===== config.mk =====
export PLATFORM = sky130hd
export DESIGN_NAME = timer16
export DESIGN_NICKNAME = d
export VERILOG_FILES = /design/src/verilog/timer16_pkg.sv /design/src/verilog/timer16.sv
export VERILOG_INCLUDE_DIRS = /design/src /design/src/verilog
export SDC_FILE = /design/constraint.sdc
export NUM_CORES = 1
export LEC_CHECK = 0
export ABC_AREA = 0
export ABC_CLOCK_PERIOD_IN_PS = 2940
export CORE_MARGIN = 3
export CORE_UTILIZATION = 60
export CTS_CLUSTER_DIAMETER = 40
export DETAILED_ROUTE_END_ITERATION = 10
export DONT_BUFFER_PORTS = 1
export GPL_TIMING_DRIVEN = 0
export MAX_ROUTING_LAYER = met4
export PLACE_DENSITY = 0.87
export SLEW_MARGIN = 20
export SYNTH_ARGS = -nofsm -noshare
export SYNTH_HDL_FRONTEND = slang
export SYNTH_SLANG_ARGS = --single-unit

===== constraint.sdc =====
create_clock -name sys_clk -period 2.94 [get_ports sys_clk]
set_clock_uncertainty 0.05 [all_clocks]
set_input_delay 0 -clock sys_clk [delete_from_list [all_inputs] [get_ports sys_clk]]
set_output_delay 0 -clock sys_clk [all_outputs]
set_load 0.01 [all_outputs]

===== src/verilog/timer16_consts.svh =====
`ifndef TIMER16_CONSTS_SVH
`define TIMER16_CONSTS_SVH

// register byte addresses on the AXI4-Lite bus
`define TIMER_CONTROL_REG_ADDR 8'h00
`define COUNT_REGISTER_ADDR 8'h04

// control field positions
`define CTRL_TIMER_ON_BIT 15
`define CTRL_STOP_IN_IDLE_BIT 13
`define CTRL_GATED_ACC_BIT 6
`define CTRL_PRESCALE_HI_BIT 5
`define CTRL_PRESCALE_LO_BIT 4
`define CTRL_EXT_SYNC_BIT 2
`define CTRL_CLOCK_SOURCE_BIT 1

// writable bits of the control register; others read as zero
`define CTRL_WRITE_MASK 16'hA076

// reset values
`define CTRL_RESET_VALUE 16'h0000
`define COUNT_RESET_VALUE 16'h0000

// prescaler terminal counts for 1:1, 1:8, 1:64 and 1:256
`define PRESCALE_TERM_1 8'h00
`define PRESCALE_TERM_8 8'h07
`define PRESCALE_TERM_64 8'h3F
`define PRESCALE_TERM_256 8'hFF

// bus responses
`define AXI_RESP_OKAY 2'h0
`define AXI_RESP_SLVERR 2'h2

`endif


===== src/verilog/timer16_pkg.sv =====
`default_nettype none

package timer16_pkg;

    // operating mode decoded from the control bits
    typedef enum logic [1:0] {
        mode_timer,
        mode_gated_timer,
        mode_sync_counter,
        mode_async_counter
    } timer_mode_t;

    // one buffered register write: address, data and byte enables
    typedef struct packed {
        logic [7:0] addr;
        logic [31:0] data;
        logic [3:0] strb;
    } reg_write_t;

endpackage

`default_nettype wire


===== src/verilog/timer16.sv =====
// What this block does
// - sixteen-bit free-running count register
// - async counter mode counts pin without resync
// - sync mode resyncs prescaler output, not pin
// - timer modes count instruction clock ticks
// - counter modes count external pin edges
// - source bit1, sync bit2, gate bit6
// - mode decoded from source, gate, sync
// - on bit 15 starts and stops counting
// - prescaler divides by 1, 8, 64, 256
// - stop-in-idle halts counting during idle
// - count writes ignored in running sync mode
`timescale 1ns/100ps
`default_nettype none
`include "timer16_consts.svh"

module timer16
    import timer16_pkg::*;
(
    // clock and reset
    input wire logic sys_clk,
    input wire logic reset_n,
    // axi4-lite write address
    input wire logic [7:0] s_axi_awaddr,
    input wire logic s_axi_awvalid,
    output logic s_axi_awready,
    // axi4-lite write data
    input wire logic [31:0] s_axi_wdata,
    input wire logic [3:0] s_axi_wstrb,
    input wire logic s_axi_wvalid,
    output logic s_axi_wready,
    // axi4-lite write response
    output logic [1:0] s_axi_bresp,
    output logic s_axi_bvalid,
    input wire logic s_axi_bready,
    // axi4-lite read address
    input wire logic [7:0] s_axi_araddr,
    input wire logic s_axi_arvalid,
    output logic s_axi_arready,
    // axi4-lite read data
    output logic [31:0] s_axi_rdata,
    output logic [1:0] s_axi_rresp,
    output logic s_axi_rvalid,
    input wire logic s_axi_rready,
    // external count clock and gate pin, device idle state
    input wire logic timer_ext_clock_pin,
    input wire logic device_idle,
    // current count
    output logic [15:0] count_value
);

    // merge a 16-bit register with the two low byte lanes of a write
    function automatic logic [15:0] merge_lanes(input logic [15:0] old_value, input logic [31:0] data,
                                                input logic [3:0] strb);
        logic [15:0] result;
        result = old_value;
        if (strb[0])
        begin
            result[7:0] = data[7:0];
        end
        if (strb[1])
        begin
            result[15:8] = data[15:8];
        end
        return result;
    endfunction

    // decode the operating mode from the control register
    function automatic timer_mode_t decode_mode(input logic [15:0] ctrl);
        timer_mode_t mode;
        mode = mode_timer;
        if (ctrl[`CTRL_CLOCK_SOURCE_BIT])
        begin
            mode = ctrl[`CTRL_EXT_SYNC_BIT] ? mode_sync_counter : mode_async_counter;
        end
        else
        begin
            mode = ctrl[`CTRL_GATED_ACC_BIT] ? mode_gated_timer : mode_timer;
        end
        return mode;
    endfunction

    // terminal count of the prescaler for a select code
    function automatic logic [7:0] prescale_term(input logic [1:0] sel);
        logic [7:0] term;
        case (sel)
            2'h0: term = `PRESCALE_TERM_1;
            2'h1: term = `PRESCALE_TERM_8;
            2'h2: term = `PRESCALE_TERM_64;
            default: term = `PRESCALE_TERM_256;
        endcase
        return term;
    endfunction

    logic pin_meta;
    logic pin_sync;
    logic pin_prev;
    logic [15:0] timer_control_reg;
    logic [15:0] next_timer_control_reg;
    logic [15:0] count_register;
    logic [15:0] next_count_register;
    logic [7:0] prescale_count;
    logic [7:0] next_prescale_count;
    logic prescale_resync;
    logic next_prescale_resync;
    logic aw_held;
    logic next_aw_held;
    logic w_held;
    logic next_w_held;
    reg_write_t wr_req;
    reg_write_t next_wr_req;
    logic bvalid;
    logic next_bvalid;
    logic [1:0] bresp;
    logic [1:0] next_bresp;
    logic rvalid;
    logic next_rvalid;
    logic [31:0] rdata;
    logic [31:0] next_rdata;
    logic [1:0] rresp;
    logic [1:0] next_rresp;
    timer_mode_t mode;
    logic running;
    logic ext_rise;
    logic source_tick;
    logic prescale_tick;
    logic count_tick;
    logic commit;
    logic count_write_blocked;

    // the pin belongs to no clock domain: two flops before anything looks at it
    always_ff @(posedge sys_clk or negedge reset_n)
    begin
        if (!reset_n)
        begin
            pin_meta <= 1'b0;
            pin_sync <= 1'b0;
            pin_prev <= 1'b0;
        end
        else
        begin
            pin_meta <= timer_ext_clock_pin;
            pin_sync <= pin_meta;
            pin_prev <= pin_sync;
        end
    end

    // mode, run state and the tick that feeds the prescaler
    always_comb
    begin
        mode = decode_mode(timer_control_reg);
        running = timer_control_reg[`CTRL_TIMER_ON_BIT]
                  && !(timer_control_reg[`CTRL_STOP_IN_IDLE_BIT] && device_idle);
        ext_rise = pin_sync && !pin_prev; // counts on the rising edge of the pin
        case (mode)
            mode_timer: source_tick = 1'b1;
            mode_gated_timer: source_tick = pin_sync;
            mode_sync_counter: source_tick = ext_rise;
            mode_async_counter: source_tick = ext_rise;
            default: source_tick = 1'b0;
        endcase
        // at or past the terminal count, so a smaller ratio chosen mid-count does not wrap through 256 first
        prescale_tick = running && source_tick
                        && (prescale_count
                            >= prescale_term(timer_control_reg[`CTRL_PRESCALE_HI_BIT:`CTRL_PRESCALE_LO_BIT]));
        // the resync stage sits after the prescaler, so only divided ticks are delayed
        count_tick = (mode == mode_sync_counter) ? (prescale_resync && running) : prescale_tick;
    end

    // prescaler and its resync stage
    always_comb
    begin
        next_prescale_count = prescale_count;
        if (!running)
        begin
            next_prescale_count = 8'h00; // a stopped timer restarts with a clean divide
        end
        else if (prescale_tick)
        begin
            next_prescale_count = 8'h00;
        end
        else if (source_tick)
        begin
            next_prescale_count = prescale_count + 8'h01;
        end
        next_prescale_resync = prescale_tick && (mode == mode_sync_counter);
    end

    always_ff @(posedge sys_clk or negedge reset_n)
    begin
        if (!reset_n)
        begin
            prescale_count <= 8'h00;
            prescale_resync <= 1'b0;
        end
        else
        begin
            prescale_count <= next_prescale_count;
            prescale_resync <= next_prescale_resync;
        end
    end

    // write channels: address and data are taken in either order, committed together
    always_comb
    begin
        s_axi_awready = !aw_held && !bvalid;
        s_axi_wready = !w_held && !bvalid;
        commit = aw_held && w_held && !bvalid;
        next_aw_held = aw_held;
        next_w_held = w_held;
        next_wr_req = wr_req;
        next_bvalid = bvalid;
        next_bresp = bresp;
        if (s_axi_awvalid && s_axi_awready)
        begin
            next_aw_held = 1'b1;
            next_wr_req.addr = s_axi_awaddr;
        end
        if (s_axi_wvalid && s_axi_wready)
        begin
            next_w_held = 1'b1;
            next_wr_req.data = s_axi_wdata;
            next_wr_req.strb = s_axi_wstrb;
        end
        if (commit)
        begin
            next_aw_held = 1'b0;
            next_w_held = 1'b0;
            next_bvalid = 1'b1;
            if (wr_req.addr == `TIMER_CONTROL_REG_ADDR || wr_req.addr == `COUNT_REGISTER_ADDR)
            begin
                next_bresp = `AXI_RESP_OKAY;
            end
            else
            begin
                next_bresp = `AXI_RESP_SLVERR; // unmapped address, nothing stored
            end
        end
        else if (bvalid && s_axi_bready)
        begin
            next_bvalid = 1'b0;
        end
    end

    always_ff @(posedge sys_clk or negedge reset_n)
    begin
        if (!reset_n)
        begin
            aw_held <= 1'b0;
            w_held <= 1'b0;
            wr_req <= '0;
            bvalid <= 1'b0;
            bresp <= `AXI_RESP_OKAY;
        end
        else
        begin
            aw_held <= next_aw_held;
            w_held <= next_w_held;
            wr_req <= next_wr_req;
            bvalid <= next_bvalid;
            bresp <= next_bresp;
        end
    end

    // control and count registers; a software write outranks a tick in the same cycle
    always_comb
    begin
        count_write_blocked = (mode == mode_sync_counter) && timer_control_reg[`CTRL_TIMER_ON_BIT];
        next_timer_control_reg = timer_control_reg;
        next_count_register = count_register;
        if (count_tick)
        begin
            next_count_register = count_register + 16'h0001; // wraps freely past FFFF
        end
        if (commit && wr_req.addr == `TIMER_CONTROL_REG_ADDR)
        begin
            next_timer_control_reg = merge_lanes(timer_control_reg, wr_req.data, wr_req.strb)
                                     & `CTRL_WRITE_MASK;
        end
        if (commit && wr_req.addr == `COUNT_REGISTER_ADDR && !count_write_blocked)
        begin
            next_count_register = merge_lanes(count_register, wr_req.data, wr_req.strb);
        end
    end

    always_ff @(posedge sys_clk or negedge reset_n)
    begin
        if (!reset_n)
        begin
            timer_control_reg <= `CTRL_RESET_VALUE;
            count_register <= `COUNT_RESET_VALUE;
        end
        else
        begin
            timer_control_reg <= next_timer_control_reg;
            count_register <= next_count_register;
        end
    end

    // read channel: one read at a time, data registered with the valid
    always_comb
    begin
        s_axi_arready = !rvalid;
        next_rvalid = rvalid;
        next_rdata = rdata;
        next_rresp = rresp;
        if (s_axi_arvalid && s_axi_arready)
        begin
            next_rvalid = 1'b1;
            next_rresp = `AXI_RESP_OKAY;
            case (s_axi_araddr)
                `TIMER_CONTROL_REG_ADDR: next_rdata = {16'h0000, timer_control_reg};
                `COUNT_REGISTER_ADDR: next_rdata = {16'h0000, count_register};
                default:
                begin
                    next_rdata = 32'h0000_0000;
                    next_rresp = `AXI_RESP_SLVERR;
                end
            endcase
        end
        else if (rvalid && s_axi_rready)
        begin
            next_rvalid = 1'b0;
        end
    end

    always_ff @(posedge sys_clk or negedge reset_n)
    begin
        if (!reset_n)
        begin
            rvalid <= 1'b0;
            rdata <= 32'h0000_0000;
            rresp <= `AXI_RESP_OKAY;
        end
        else
        begin
            rvalid <= next_rvalid;
            rdata <= next_rdata;
            rresp <= next_rresp;
        end
    end

    // outputs
    assign s_axi_bvalid = bvalid;
    assign s_axi_bresp = bresp;
    assign s_axi_rvalid = rvalid;
    assign s_axi_rdata = rdata;
    assign s_axi_rresp = rresp;
    assign count_value = count_register;

endmodule

`default_nettype wire


== After elaboration in Yosys (flattened, before gate mapping) ==
Index checks and enable logic that the tools add are counted.

* Bits in latches: 0
* Output and inout port bits: 57
* Bits of input ports: 61
* Word-level logic and storage cells: 99
* Memories: 0
* Memory bits (read-only): 0
* Memory bits (writable): 0
* Flip-flop bits (word level): 101

* Magnitude comparators: 1
* Multiplexer cells: 24
* Shift-type cells: 0
* $add $sub $neg: 2
* Div/mod/pow operators: 0
* Multipliers: 0
* Reductions and logical operators: 43
* Bitwise logic cells: 0
* Equal/unequal tests: 10

{| class="wikitable"
|+ Operators by type and width
! cell !! count
|-
| 2-to-1 mux 8 bit || 5
|-
| 2-to-1 mux 16 bit || 2
|-
| one-hot mux 16 bit (2 select lines) || 1
|-
| one-hot mux 8 bit (3 select lines) || 1
|-
| logical AND 1 bit || 20
|-
| adder 16 x 1 -> 16 bit (second input constant) || 1
|-
| equality test 8 x 3 -> 1 bit (second input constant) || 2
|-
| zero test 8 bit || 2
|-
| 2-to-1 mux 1 bit || 11
|-
| nonzero test 2 bit || 5
|-
| adder 8 x 1 -> 8 bit (second input constant) || 1
|-
| greater-or-equal comparator 8 bit || 1
|-
| AND reduction 2 bit || 4
|-
| zero test 1 bit || 7
|-
| equality test 2 bit (second input constant) || 3
|-
| 2-to-1 mux 2 bit || 3
|-
| equality test 2 x 1 -> 1 bit (second input constant) || 2
|-
| zero test 2 bit || 2
|-
| != test 2 bit (second input constant) || 2
|-
| OR reduction 2 bit || 2
|-
| != test 3 x 1 -> 1 bit (second input constant) || 1
|-
| one-hot mux 1 bit (3 select lines) || 1
|-
| logical OR 1 bit || 1
|}

== Logic depth before layout (Yosys ltp) ==
* Word-level depth: 10
* Mapped depth: 9
* Depth with buffers taken out: 8

== Worst setup path after synthesis ==
No wires, ideal clock.

* Path type: flip-flop to flip-flop
* Start point: register bvalid (netlist: s_axi_bvalid)
* End point: register count_register[12] (netlist: count_value[12])
* Data required time: 2.769 ns
* Setup time: 0.121 ns
* Cell stages (with the launch flop): 9
* Clock period less this slack: 1.931 ns
* Arrival: 1.760 ns
* Path slack: 1.009 ns
* Path buffers: 2
* Path through: dfrtp_1 > and3b_1 > buf_6 > and3_4 > and3_4 > buf_6 > nor4_2 > o21ai_0 > a22o_1

* Word-level cells in the longest chain between the ends: 6
* Elaborated cells on any way between the ends: 8
* Classes of those cells: eq/ne (1); mux (1); reduce/logical (6)

{| class="wikitable"
|+ Ends and longest elaborated chain
! item !! line !! source
|-
| start, declared || timer16.sv:112 || <nowiki>logic bvalid;</nowiki>
|-
| start signal, assigned || timer16.sv:260 || <nowiki>bvalid <= next_bvalid;</nowiki>
|-
| zero test 1 bit * || timer16.sv:208 || <nowiki>commit = aw_held && w_held && !bvalid;</nowiki>
|-
| logical AND 1 bit * || timer16.sv:208 ||
|-
| logical AND 1 bit (no line) * || -- ||
|-
| logical AND 1 bit * || timer16.sv:280 || <nowiki>if (commit && wr_req.addr == `COUNT_REGISTER_ADDR && !count_write_blocked)</nowiki>
|-
| != test 2 bit (no line) or nonzero test 2 bit (tied branches) || -- ||
|-
| AND reduction 2 bit (no line) || -- ||
|-
| end signal, assigned || timer16.sv:291 || <nowiki>count_register <= `COUNT_RESET_VALUE;</nowiki>
|-
| end signal, assigned || timer16.sv:296 || <nowiki>count_register <= next_count_register;</nowiki>
|-
| end, declared || timer16.sv:100 || <nowiki>logic [15:0] count_register;</nowiki>
|}

Every way passes the cells marked *; elsewhere a longest branch is shown, timed or not.
A chain may end at the register's enable or synchronous reset.

== Worst setup path after layout ==
* Start point: register wr_req[37] (netlist bit)
* End point: register count_register[14] (netlist: count_value[14])

* Word-level cells in the longest chain between the ends: 5
* Elaborated cells on any way between the ends: 7
* Classes of those cells: eq/ne (2); mux (1); reduce/logical (4)

{| class="wikitable"
|+ Ends and longest elaborated chain
! item !! line !! source
|-
| start, declared || timer16.sv:110 || <nowiki>reg_write_t wr_req;</nowiki>
|-
| start signal, assigned || timer16.sv:259 || <nowiki>wr_req <= next_wr_req;</nowiki>
|-
| equality test 8 x 3 -> 1 bit (no line) * || -- ||
|-
| logical AND 1 bit (no line) * || -- ||
|-
| logical AND 1 bit * || timer16.sv:280 ||
|-
| != test 2 bit (no line) or nonzero test 2 bit (tied branches) || -- ||
|-
| AND reduction 2 bit (no line) || -- ||
|}

Marks and branches as above.

==> key figures <==
Outcome
  • Result of the run: finished clean

Floorplanning
  • Initial Utilization: 0.6362
  • Chip height: just under 90 um
  • Area enclosed by the die boundary: 7960 um^2
  • Die outline width: ~89 um
  • Number of primary I/O pins: 118
  • Rows: 29
  • Area of the core: between 6000 and 7000 um^2

Layout
  • Utilization of the core after routing: 0.7498
  • Top library cells by usage in the layout, fill and taps aside: sky130_fd_sc_hd__dfrtp_1, sky130_fd_sc_hd__nand2_1, sky130_fd_sc_hd__dlygate4sd3_1
  • Largest register FFs: 26
  • Area Growth Syn to Fin: 17.86%
  • Nets: between 500 and 600
  • Proportion of layout cells with a drive suffix above 1: 0.1820
  • Most common cell after layout, fill and taps aside: sky130_fd_sc_hd__dfrtp_1
  • Antenna diode instance count: 0
  • Register bank with the most flops: wr_req

Synthesis
  • Share of synthesized flip-flops with an asynchronous set or reset: 1.000
  • Syn Inst Count: around 400
  • Register bit count reported by yosys: 83
  • Count of synthesis-stage warnings from yosys: 0
  • Summed instance area of the synthesized netlist: 4155 um^2
  • Sequential-to-total area share from yosys stat: 0.4998
  • Syn avg cell area: 10.65 um^2
  • Count of flip-flops with a built-in enable after synthesis: 0
  • Flip-flop cell with the highest count after synthesis: sky130_fd_sc_hd__dfrtp_1
  • Synth unique cells: 58

Clock network
  • Clock tree from TritonCTS: done
  • CTS Root Buffer Type: sky130_fd_sc_hd__clkbuf_8
  • H-tree depth: 3
  • Latest clock arrival within the worst-skew pair: roughly 350 ps
  • Quantity of gates resized following cts: 0
  • Clock transition at path regs: ~80 ps
  • Total clock buffers created by CTS: 9
  • Sink count of the clock tree: slightly above 80
  • Max Buffers Root-to-Sink: 2

Setup path
  • Critical path data required time: around 3100 ps
  • Crit path arrival time: 2490 ps
  • Critical path capture point type: flip-flop
  • Maximum fanout along the worst path: 8
  • Largest incremental delay on the critical path: between 500 and 600 ps
  • Critical path cell sequence: nor4_1 -> nand3_1 -> nor2_1 -> a31oi_1 -> o21ai_0 -> o21ai_0
  • Critical path startpoint: wr_req[37]$_DFFE_PN0P_
  • Depth of the worst register-to-register path: 6
  • Endpoint of the lowest-slack register-to-register path: count_value[14]$_DFFE_PN0P_
  • Slowest cell on the critical path: sky130_fd_sc_hd__nor2_1
  • Crit Path Class: flip-flop to flip-flop
  • Worst R2R Setup Slack: about 620 ps
  • Dominant cell type by count on the critical path: sky130_fd_sc_hd__o21ai_0
  • Capturing element of the worst setup path: count_value[14]$_DFFE_PN0P_
  • Startpoint of the worst-slack reg-to-reg timing path: wr_req[37]$_DFFE_PN0P_
  • Startpoint kind of the worst setup timing path: flip-flop

Routing
  • Drt initial violations: roughly 330
  • Post-detailed-route DRC marker count: 0
  • ANT nets after route: 0
  • Vias/cell: ~6.3
  • Vias after detailed routing: 3,360
  • Number of iterations in the first detailed-routing pass: 5
  • Sum of routed wire length over all layers: about 10,000 um
  • Wire per inst: approximately 19 um

Power
  • Power density of the placed cells: 678.7 nW/um^2
  • Cell internal power dissipation: approximately 0.0023 W
  • Part of the total power dissipated in the clock network: 0.267
  • Post-layout total power: between 0.003 and 0.004 W
  • Switching power total: approximately 0.0010 W
  • Worst IR Drop VDD: roughly 0.00064 V
  • Switching Fraction: 0.3156
  • Share of total power in sequential cells: 0.502
  • Leakage dissipation: approximately 2.3 nW
  • Combinational share of power: 0.231

Placed design
  • Final weighted congestion in routability-driven placement: around 0.95
  • Worst setup timing slack at the placement stage: roughly 680 ps
  • Number of buffers inserted by port buffering: 0
  • Sum of net half-perimeters after detailed placement: 6968 um

GRT
  • First-pass GRT wire length: around 16,000 um
  • Global routing usage summed across all routing layers: 0.2747
  • Total gr overflow: 0
  • Initial antenna violation count: 0
  • Largest net degree at the start of global routing: 84
  • Vias in the first global route: about 3,300

STA
  • Max-slew headroom at the worst pin: 0.5740
  • Period minus WS final: approximately 2300 ps
  • Number of max-slew violations in the final report: 0
  • Final cycle utilization of the critical path: 0.7905
  • Worst-Margin Slew: between 600 and 700 ps
  • Number of endpoints failing setup at the final stage: 0
  • Unrepaired setup endpoints after global routing: false
  • Final hold violations: 0
  • Highest clock rate: about 0.43 GHz
  • Final setup TNS: 0 ps
  • Smallest setup slack after layout: 616.0 ps

Min path
  • Startpoint of the tightest hold check path: s_axi_araddr[4]
  • Min-Delay Path Class: primary input to flip-flop

Job
  • MaxCap Viol Count: 0
==> per-stage QoR <==
step | hold slack, ps | area, um^2 | instances
after global routing | 83.27 | 4897 | 533
after floorplan | -345.6 | 4219 | 407
after detailed placement | -343.0 | 4315 | 484
after CTS | 2.167 | 4897 | 533
final | 27.91 | 4897 | 533
after global placement | -343.1 | 4315 | 484
==> how the worst min path moves through the flow <==
| stage | end | cells after the start |
|---|---|---|
| after floorplan | aw_held$_DFFE_PN0P_ | 0 |
| after global placement | s_axi_bvalid$_DFFE_PN0P_ | 0 |
| after detailed placement | aw_held$_DFFE_PN0P_ | 0 |
| after CTS | s_axi_rdata[13]$_DFFE_PN0P_ | 3 |
| after global routing | s_axi_rdata[5]$_DFFE_PN0P_ | 3 |
| final | s_axi_rdata[13]$_DFFE_PN0P_ | 3 |
==> cell usage after synthesis, types with 4 or more instances <==
library cell | n | area share
sky130_fd_sc_hd__buf_4 | 19 | 0.034
sky130_fd_sc_hd__buf_2 | 4 | 0.0048
sky130_fd_sc_hd__and2_1 | 5 | 0.0075
sky130_fd_sc_hd__dfrtp_1 | 83 | 0.50
sky130_fd_sc_hd__nand2_1 | 35 | 0.032
sky130_fd_sc_hd__nor2b_1 | 7 | 0.011
sky130_fd_sc_hd__a211oi_1 | 9 | 0.016
sky130_fd_sc_hd__o21ai_0 | 23 | 0.028
sky130_fd_sc_hd__and3_1 | 6 | 0.0090
sky130_fd_sc_hd__ha_1 | 5 | 0.015
sky130_fd_sc_hd__mux2_2 | 32 | 0.087
sky130_fd_sc_hd__inv_1 | 11 | 0.0099
sky130_fd_sc_hd__nor3_1 | 9 | 0.011
sky130_fd_sc_hd__nand3_1 | 13 | 0.016
sky130_fd_sc_hd__a21oi_1 | 18 | 0.022
sky130_fd_sc_hd__nor2_1 | 20 | 0.018
sky130_fd_sc_hd__mux2i_1 | 9 | 0.022
sky130_fd_sc_hd__a22o_1 | 11 | 0.023
sky130_fd_sc_hd__a21o_1 | 5 | 0.0090
sky130_fd_sc_hd__clkbuf_1 | 5 | 0.0045
==> kinds of logic (layout without fill, tap and decap cells) <==
group / Yosys count / in the layout / share of synthesized area
AOI/OAI and AO/OA: 96 / 96 / 0.1599
adders and majority gates: 5 / 5 / 0.01506
buffers and inverters: 44 / 93 / 0.06354
DFF: 83 / 83 / 0.4998
muxes: 41 / 41 / 0.1084
other: 1 / 18 / 0.0009025
and+or+nand+nor: 120 / 120 / 0.1524
==> what timing repair did <==
item,4_1_cts,5_1_grt
hold endpoints to repair,120,0
hold buffers,35,0
setup buffers,0,0
==> per-layer routing <==
layer | routed length [um] | global-route usage | vias to the layer above
li1 | - | - | 1517
met1 | 4092 | 0.3420 | 1620
met2 | 5000 | 0.4447 | 185
met3 | 830 | 0.06820 | 38
met4 | 217 | 0.08390 | 0
met5 | 0 | - | -
==> worst max-delay path: cells and delay by family, from the launching register on <==
family,cells,cell delay [ps]
flip-flops,1,390
AND/OR/NAND/NOR,3,1220
AO/OA/AOI/OAI,3,540
==> final cells by class <==
class                           count  area (um^2)
Buffer                             33        222.7
Clock buffer                       10        137.6
Clock inverter                      4        76.32
Fill cell                         463         1634
Inverter                           11        41.29
Multi-Input combinational cell    280         1878
Sequential cell                    83         2077
Tap cell                           77        96.34
Timing Repair Buffer               35        367.9
==> power groups by stage <==
stage,combinational (W),sequential (W),clock [W]
2_1_floorplan,0.000581,0.00157,0
3_3_place_gp,0.000652,0.00166,0
3_5_place_dp,0.000690,0.00167,0
4_1_cts,0.000758,0.00165,0.000899
5_1_grt,0.000851,0.00170,0.000941
6_report,0.000768,0.00167,0.000888
Note: power is estimated with default switching activity, not from simulation.
